===== src/design/asd_defs.vh =====
// constants for the address space decoder
`ifndef ASD_DEFS_VH
`define ASD_DEFS_VH
`define ASD_CPU_AW 20
`define ASD_BUS_AW 24
`define ASD_EXT_MSB 19
`define ASD_REG_NIB_LOW 3'h7
`define ASD_REG_BLK_AW 12
`define ASD_RAM_BASE_RST 24'h00_0000
`define ASD_MMAP_RST 1'b1
`define ASD_BANK_MSB 19
`define ASD_BANK_LSB 16
`define ASD_VEC_BANK 4'h0
`define ASD_TGT_NONE 3'h0
`define ASD_TGT_REGS 3'h1
`define ASD_TGT_RAM 3'h2
`define ASD_TGT_EXT 3'h3
`define ASD_TGT_VEC 3'h4
`endif


===== src/design/asd_decoder.v =====
// address extension and internal target decode
// Function
// - copy cpu bit 19 onto bus bits 23:20
// - register base nibble is map bit then 111
// - map bit clear: base 7FF000, locked till reset
// - range 080000 to F7FFFF never generated
// - unimplemented blocks go to external bus
// - ram placed by programmable base register
// - vectors fetched only from bank 0
// - vectors hold 16-bit handler addresses
// - sixteen banks contiguous in 20-bit space
`timescale 1ns/1ps
`default_nettype none
`include "asd_defs.vh"
module asd_decoder #(
  parameter RAM_SPAN_BITS = 11,
  parameter RAM_EN_RST = 1'b1
) (
  // clock and reset
  input wire core_clk,
  input wire rst_b,
  input wire clk_en,
  // processor request
  input wire cpu_req,
  input wire [`ASD_CPU_AW-1:0] cpu_addr,
  input wire cpu_vec_fetch,
  input wire [2:0] cpu_fc,
  // configuration writes from the integration and ram control blocks
  input wire module_map_bit_wr,
  input wire module_map_bit_val,
  input wire ram_base_wr,
  input wire [`ASD_BUS_AW-1:0] ram_base_val,
  input wire ram_en_val,
  // internal module bus request
  output reg internal_module_bus_req_ff,
  output reg [`ASD_BUS_AW-1:0] internal_module_bus_addr_ff,
  output reg [2:0] target_ff,
  output reg sel_regs_ff,
  output reg sel_ram_ff,
  output reg sel_ext_ff,
  output reg [2:0] function_code_outputs_ff,
  output reg vec_fault_ff,
  // state view
  output reg module_map_bit_ff,
  output reg map_locked_ff,
  output reg [`ASD_BUS_AW-1:0] ram_base_ff
);
  // ram window enable, off until a base is written
  reg ram_en_ff;
  // decode intermediates
  reg [`ASD_BUS_AW-1:0] bus_addr;
  reg vec_off_bank;
  reg [3:0] reg_nib;
  reg [`ASD_BUS_AW-1:0] reg_base;
  reg [2:0] nxt_target;
  reg nxt_fault;
  reg nxt_map;
  reg nxt_lock;
  // window results
  wire reg_hit;
  wire ram_hit;

  // extension: bit 19 fans out to the top nibble
  always @*
  begin
    bus_addr = {{4{cpu_addr[`ASD_EXT_MSB]}}, cpu_addr};
    reg_nib = {module_map_bit_ff, `ASD_REG_NIB_LOW};
    // low twelve bits of the base are ignored by the window
    reg_base = {reg_nib, 20'hF_F000};
  end

  // register block window at M111 nibble
  asd_window_match #(
    .AW(`ASD_BUS_AW),
    .SPAN_BITS(`ASD_REG_BLK_AW)
  ) u_reg_win (
    .addr(bus_addr),
    .base(reg_base),
    .hit(reg_hit)
  );

  // ram window from programmable base
  asd_window_match #(
    .AW(`ASD_BUS_AW),
    .SPAN_BITS(RAM_SPAN_BITS)
  ) u_ram_win (
    .addr(bus_addr),
    .base(ram_base_ff),
    .hit(ram_hit)
  );

  // target priority: regs, ram, then external
  always @*
  begin
    nxt_target = `ASD_TGT_NONE;
    nxt_fault = 1'b0;
    // vectors cannot be relocated, so any bank but 0 is a fault
    vec_off_bank = cpu_vec_fetch && (cpu_addr[`ASD_BANK_MSB:`ASD_BANK_LSB] != `ASD_VEC_BANK);
    if (cpu_req)
    begin
      // a faulted vector fetch drives no target and no bus request
      if (vec_off_bank)
      begin
        // vectors sit in bank 0 only; a fetch elsewhere is flagged
        nxt_fault = 1'b1;
      end
      else if (reg_hit)
        nxt_target = `ASD_TGT_REGS;
      else if (ram_en_ff && ram_hit)
        nxt_target = `ASD_TGT_RAM;
      else if (cpu_vec_fetch)
        nxt_target = `ASD_TGT_VEC;
      else
        nxt_target = `ASD_TGT_EXT;
    end
  end

  // once cleared, the map bit holds until reset since the lock sets with it
  always @*
  begin
    nxt_map = module_map_bit_ff;
    nxt_lock = map_locked_ff;
    // writing one while unlocked keeps the block at the top
    if (module_map_bit_wr && !map_locked_ff)
    begin
      nxt_map = module_map_bit_val;
      nxt_lock = !module_map_bit_val;
    end
  end

  // map bit and its lock; the lock only sets, reset is the way out
  always @(posedge core_clk or negedge rst_b)
  begin
    if (!rst_b)
    begin
      module_map_bit_ff <= `ASD_MMAP_RST;
      map_locked_ff <= 1'b0;
    end
    else if (clk_en)
    begin
      module_map_bit_ff <= nxt_map;
      map_locked_ff <= nxt_lock;
    end
  end

  // ram placement; window stays off until software gives it a base
  always @(posedge core_clk or negedge rst_b)
  begin
    if (!rst_b)
    begin
      ram_base_ff <= `ASD_RAM_BASE_RST;
      ram_en_ff <= 1'b0;
    end
    else if (clk_en && ram_base_wr)
    begin
      ram_base_ff <= ram_base_val;
      ram_en_ff <= ram_en_val;
    end
  end

  // bus request and extended address, one cycle behind the processor
  always @(posedge core_clk or negedge rst_b)
  begin
    if (!rst_b)
    begin
      internal_module_bus_req_ff <= 1'b0;
      internal_module_bus_addr_ff <= 24'h00_0000;
    end
    else if (clk_en)
    begin
      internal_module_bus_req_ff <= cpu_req && !nxt_fault;
      internal_module_bus_addr_ff <= bus_addr;
    end
  end

  // target code and selects from one decode, so they never disagree
  always @(posedge core_clk or negedge rst_b)
  begin
    if (!rst_b)
    begin
      target_ff <= `ASD_TGT_NONE;
      sel_regs_ff <= 1'b0;
      sel_ram_ff <= 1'b0;
      sel_ext_ff <= 1'b0;
      vec_fault_ff <= 1'b0;
    end
    else if (clk_en)
    begin
      target_ff <= nxt_target;
      sel_regs_ff <= (nxt_target == `ASD_TGT_REGS);
      sel_ram_ff <= (nxt_target == `ASD_TGT_RAM);
      // bank 0 vectors with no internal hit are read off chip
      sel_ext_ff <= (nxt_target == `ASD_TGT_EXT) || (nxt_target == `ASD_TGT_VEC);
      vec_fault_ff <= nxt_fault;
    end
  end

  // passed out so outside logic can split program and data
  always @(posedge core_clk or negedge rst_b)
  begin
    if (!rst_b)
    begin
      function_code_outputs_ff <= 3'h0;
    end
    else if (clk_en)
    begin
      function_code_outputs_ff <= cpu_fc;
    end
  end
endmodule // asd_decoder
`default_nettype wire


===== src/design/asd_window_match.v =====
// base and size window comparator
`timescale 1ns/1ps
`default_nettype none
module asd_window_match #(
  parameter AW = 24,
  parameter SPAN_BITS = 12
) (
  // address under test
  input wire [AW-1:0] addr,
  // window base, low bits ignored
  input wire [AW-1:0] base,
  // result
  output wire hit
);
  // block is aligned to its own size, so only upper bits compare
  assign hit = (addr[AW-1:SPAN_BITS] == base[AW-1:SPAN_BITS]);
endmodule // asd_window_match
`default_nettype wire


===== config.mk =====
export PLATFORM = sky130hd
export DESIGN_NAME = asd_decoder
export DESIGN_NICKNAME = d
export VERILOG_FILES = /design/src/design/asd_decoder.v /design/src/design/asd_window_match.v
export VERILOG_INCLUDE_DIRS = /design/src /design/src/design
export SDC_FILE = /design/constraint.sdc
export NUM_CORES = 1
export LEC_CHECK = 0
export ABC_AREA = 1
export BUFFER_PORTS_ARGS = -buffer_cell sky130_fd_sc_hd__buf_2
export CORE_ASPECT_RATIO = 0.7
export CORE_MARGIN = 3
export CORE_UTILIZATION = 40
export CTS_BUF_LIST = sky130_fd_sc_hd__clkbuf_4 sky130_fd_sc_hd__clkbuf_8 sky130_fd_sc_hd__clkbuf_16
export CTS_CLUSTER_SIZE = 12
export DETAILED_ROUTE_END_ITERATION = 8
export GPL_TIMING_DRIVEN = 1
export PLACE_DENSITY = 0.71
export SYNTH_ARGS = -nofsm -noshare
export SYNTH_HDL_FRONTEND = slang
export SYNTH_SLANG_ARGS = --single-unit

===== constraint.sdc =====
create_clock -name core_clk -period 2.6 [get_ports core_clk]
set_clock_uncertainty 0.1 [all_clocks]
set_input_delay 0.26 -clock core_clk [delete_from_list [all_inputs] [get_ports core_clk]]
set_output_delay 0.26 -clock core_clk [all_outputs]
set_load 0.005 [all_outputs]

After elaboration in Yosys (flattened, before gate mapping)
Index checks and enable logic that the tools add are counted.
{"block": "word_totals", "out_inout_bits": 61, "ff_bits": 58, "word_cells": 36, "latchBits": 0, "ramBits": 0, "memories": 0, "inputBits": 56, "romBits": 0}
{"block": "classes", "multipliers": 0, "mux": 7, "shift": 0, "add_sub_neg": 0, "n_div": 0, "bitwise_logic": 0, "n_eq_ne": 6, "magnitude_cmp": 0, "reduce_logical": 11}
{"op": "$mux 3", "n": 5}
{"op": "$eq 13x13->1", "n": 1}
{"op": "$eq 12x12->1", "n": 1}
{"op": "$eq 3x2->1 const B", "n": 2}
{"op": "$logic_and 1x1->1", "n": 5}
{"op": "$reduce_bool 4->1", "n": 1}
{"op": "$eq 3x1->1 const B", "n": 1}
{"op": "$eq 3x3->1 const B", "n": 1}
{"op": "$logic_not 1->1", "n": 3}
{"op": "$mux 1", "n": 2}
{"op": "$reduce_and 2->1", "n": 1}
{"op": "$logic_or 1x1->1", "n": 1}

Depth between registers and ports, before layout
{"block": "depth", "ltp_word": 8, "ltp_mapped": 10, "mapped_depth_nobuf": 10}

Modules after synthesis
Synthesis repeated with hierarchy kept, for this count alone.
{"block": "hier_totals", "hier_cells": 307, "area_unflattened_um2": 2783.9}
{"mod": "asd_decoder", "n_inst": 1, "area_each_um2": 2346.0, "cells_per_inst": 208, "seq_area_each_um2": 1452.6}
{"mod": "asd_window_match at u_ram_win", "n_inst": 1, "area_each_um2": 244.0, "cells_per_inst": 58, "seq_area_each_um2": 0.0}
{"mod": "asd_window_match at u_reg_win", "n_inst": 1, "area_each_um2": 193.9, "cells_per_inst": 41, "seq_area_each_um2": 0.0}

Worst setup path before layout
OpenSTA, ideal clock, no wires.
{"block": "synth_path", "kind": "flip-flop to flip-flop", "startpoint": "register module_map_bit_ff", "endpoint": "register target_ff[2]", "t_arrival_ns": 1.027, "path_buffers": 0, "required_time_ns": 2.383, "setup_time_ns": 0.117, "slack_ns": 1.356, "synth_period_minus_slack_ns": 1.244, "stages_incl_launch_ff": 6, "cell_sequence": "dfstp_2 -> nand4_1 -> nor3_4 -> nor2_4 -> nand3_1 -> nand2_1"}
{"block": "synth_via", "elab_chain_len": 4}
{"element": "from (decl)", "line": "asd_decoder.v:44", "text": "output reg module_map_bit_ff,"}
{"element": "from (signal assigned)", "line": "asd_decoder.v:136", "text": "module_map_bit_ff <= `ASD_MMAP_RST;"}
{"element": "from (signal assigned)", "line": "asd_decoder.v:141", "text": "module_map_bit_ff <= nxt_map;"}
{"element": "$eq 12x12->1", "line": "asd_window_match.v:16", "text": "assign hit = (addr[AW-1:SPAN_BITS] == base[AW-1:SPAN_BITS]);"}
{"element": "$mux 3", "line": "asd_decoder.v:107", "text": "else if (reg_hit)"}
{"element": "$mux 3", "line": "asd_decoder.v:102", "text": "if (vec_off_bank)"}
{"element": "$mux 3", "line": "asd_decoder.v:99", "text": "if (cpu_req)"}
{"element": "to (signal assigned)", "line": "asd_decoder.v:181", "text": "target_ff <= `ASD_TGT_NONE;"}
{"element": "to (signal assigned)", "line": "asd_decoder.v:189", "text": "target_ff <= nxt_target;"}
{"element": "to (decl)", "line": "asd_decoder.v:37", "text": "output reg [2:0] target_ff,"}
No other way between the ends.
A chain may end at the register's enable or synchronous reset.

Worst setup path after layout
{"block": "layout_path", "startpoint": "register ram_base_ff[22]", "endpoint": "register target_ff[0]"}
{"block": "layout_via", "elab_chain_len": 6}
{"element": "from (decl)", "line": "asd_decoder.v:46", "text": "output reg [`ASD_BUS_AW-1:0] ram_base_ff"}
{"element": "from (signal assigned)", "line": "asd_decoder.v:151", "text": "ram_base_ff <= `ASD_RAM_BASE_RST;"}
{"element": "from (signal assigned)", "line": "asd_decoder.v:156", "text": "ram_base_ff <= ram_base_val;"}
{"element": "$eq 13x13->1", "line": "asd_window_match.v:16"}
{"element": "$logic_and 1x1->1", "line": "asd_decoder.v:109", "text": "else if (ram_en_ff && ram_hit)"}
{"element": "$mux 3", "line": "asd_decoder.v:109"}
{"element": "$mux 3", "line": "asd_decoder.v:107"}
{"element": "$mux 3", "line": "asd_decoder.v:102"}
{"element": "$mux 3", "line": "asd_decoder.v:99"}
No other way between the ends.

==> flow_summary.ini <==
[layout]
finalNetCount = 432
area_growth_pct = 32.8
final_common_cell = buf_2
multi_input_area_um2 = 853
drive_above_1_share = 0.424
nFillCells = 560
stdcell_count = 455
regArea_um2 = 1450
diodes = 0
final_cell_mix = 116 x buf_2, 98 x nand2_1, 57 x dfrtp_1

[clock_tree]
cts_tree = yes
clkSlewWorstSetupHoldPaths_ns = 0.06
cts_post_setup_buffers_inserted = 0
root_buffer = clkbuf_8
clk_path_buf_depth = 2
holdBufCountCts = 0
htree_num_levels = 3
cts_made_buffers = 9
post_cts_resized = 0
clock-sinks = 58
clock_latency_ns = 0.32

[yosys]
netlist-cell-type-count = 24
synth-seq-cells = 58
ys_seq_area_frac = 0.588
synth_area_leaders = dfrtp_1 58%, nand2_1 15%, mux2_2 8.2%
syn_avg_cell_area_um2 = 9.50
synth.cell_area_um2 = 2470
synth_cells = 260
synth_nets = 316
yosysWarnings = 0
yosysTopAreaCell = dfrtp_1
synthDominantCellAreaShare = 0.577

[floorplanning]
start_util = 0.423
core_um2 = 5840
die_h_um = 71.8
die_area_um2 = 7170
die_x_um = 99.9
ios = 117
rows = 23

[detailed_routing]
wl_per_cell_um = 13.0
drtIter0Drc = 69
vias = 2063
drt_pass1_iterations = 4
drtAntennaViolNets = 0
wl_um = 5910
drc = 0
viasPerCell = 4.53

[worst_setup_path]
endpoint_kind = flip-flop
criticalPathCategory = reg -> reg
critPathMaxFanout = 4
setup.worst_path.start = ram_base_ff[22]
reg2reg_depth = 6
regToRegEndpoint = target_ff[0]
cp.arrival_ns = 1.51
reg2reg_slack_ns = 1.20
reg2reg_from = ram_base_ff[22]
crit_required_ns = 2.71
cp-start-kind = flip-flop

[sta]
setup_slack_ns = 1.20
hold_violations = 39
hold_ws_ns = -0.0185
tightestPinTransition_ns = 0.942
finalCriticalPeriod_ns = 1.40
fmax_ghz = 0.716
period_share = 0.537
setup_tns_ns = 0
rsz0062_at_grt = false
relSlewSlack = 0.372
setup_violations = 0
drv_slew = 0

[grt]
grtUsageTotal = 0.176
grt_overflow_total = 0
grt_antenna_before_repair = 0
grt_max_degree = 43
grt_pass1_vias = 2012
grt_pass1_wl_um = 9700

[placed_design]
place.gp.congestion = 0.780
dp_slack_ns = 0.836
dp_hpwl_um = 4470
portBuffers = 116
placed_cells_incl_taps = 440

[power_and_ir_drop]
vdd_drop_max_v = 0.000405
p_per_area_nw_per_um2 = 683
power_leakage_nw = 1.86
p_total_mw = 2.24

[run_status]
failed_checks = hold timing
status = finished with violations

[flow_run]
cap_violations = 0

[worst_hold_path]
hold_class = in -> async
[Yosys cell counts]
master,n
nand2_1,98
dfrtp_1,57
inv_1,19
mux2_2,18
nor2_1,15
a21oi_1,9
o21ai_0,9
buf_4,7
nand3_1,6
buf_2,3
nand2_2,3
clkbuf_1,2
inv_2,2
nand4_1,2
a21boi_0,1
a21oi_2,1
a22o_1,1
buf_6,1
dfstp_2,1
nand3b_1,1
nor2_2,1
nor2_4,1
nor3_4,1
xnor2_1,1
[report_power, final]
part	switching [mW]	total, mW	internal, mW
Sequential	0.0586	1.05	0.996
Combinational	0.169	0.336	0.167
Clock	0.325	0.850	0.525
[how the worst max path moves through the flow]
stage,end,slack (ns),cells after the start
after floorplan,target_ff[2],1.36,5
after global placement,ram_base_ff[22],0.88,3
after detailed placement,ram_base_ff[8],0.84,3
after CTS,ram_base_ff[8],1.19,3
after global routing,target_ff[0],1.05,6
final,target_ff[0],1.20,6
[critical path: stages, from the launching register on]
cell and delay, ns:
dfrtp_1 0.41, nor2_1 0.11, nand3_1 0.08, a21oi_1 0.31, nand2_2 0.13, nand3b_1 0.10, nand2_1 0.05
[sequential cells by signal (all words and copies together), names as in the netlist, 3 cells and up]
name                         flops
internal_module_bus_addr_ff     20
function_code_outputs_ff         3
ram_base_ff                     24
target_ff                        3
[routing by layer]
| layer | global-route usage | part of all wire | wire (µm) | vias to the layer above |
|---|---|---|---|---|
| met5 | 0 | 0 | 0 | - |
| met4 | 0.0364 | 0.0042 | 25 | 0 |
| met3 | 0.100 | 0.12 | 689 | 2 |
| met2 | 0.262 | 0.43 | 2560 | 88 |
| met1 | 0.226 | 0.45 | 2640 | 937 |
| li1 | - | - | - | 1036 |
[through the flow]
step	util	hold slack, ns	instance area (µm²)
floorplan	-	-0.136	2470
global placement	0.526	0.344	3070
detailed placement	0.526	0.353	3070
CTS	0.562	0.00118	3280
global route	0.562	0.0184	3280
finish	0.562	-0.0185	3280
[logic make-up (layout without fill, tap and decap cells)]
group / Yosys count / after routing / share of synthesized area
compound gates: 21 / 21 / 0.0466
mux: 18 / 18 / 0.0820
buf+inv: 34 / 154 / 0.0668
flops: 58 / 58 / 0.588
simple gates: 128 / 128 / 0.213
xor+xnor: 1 / 1 / 0.00354
[final cells by class]
cell class	count	area share
clock buffers	13	0.0526
repair buffers	118	0.181
flip-flops and latches	58	0.443
multi-input cells	168	0.260
inverters	21	0.0240
well taps	75	0.0286
clock inverters	2	0.0107
Note: power is estimated with default switching activity, not from simulation.
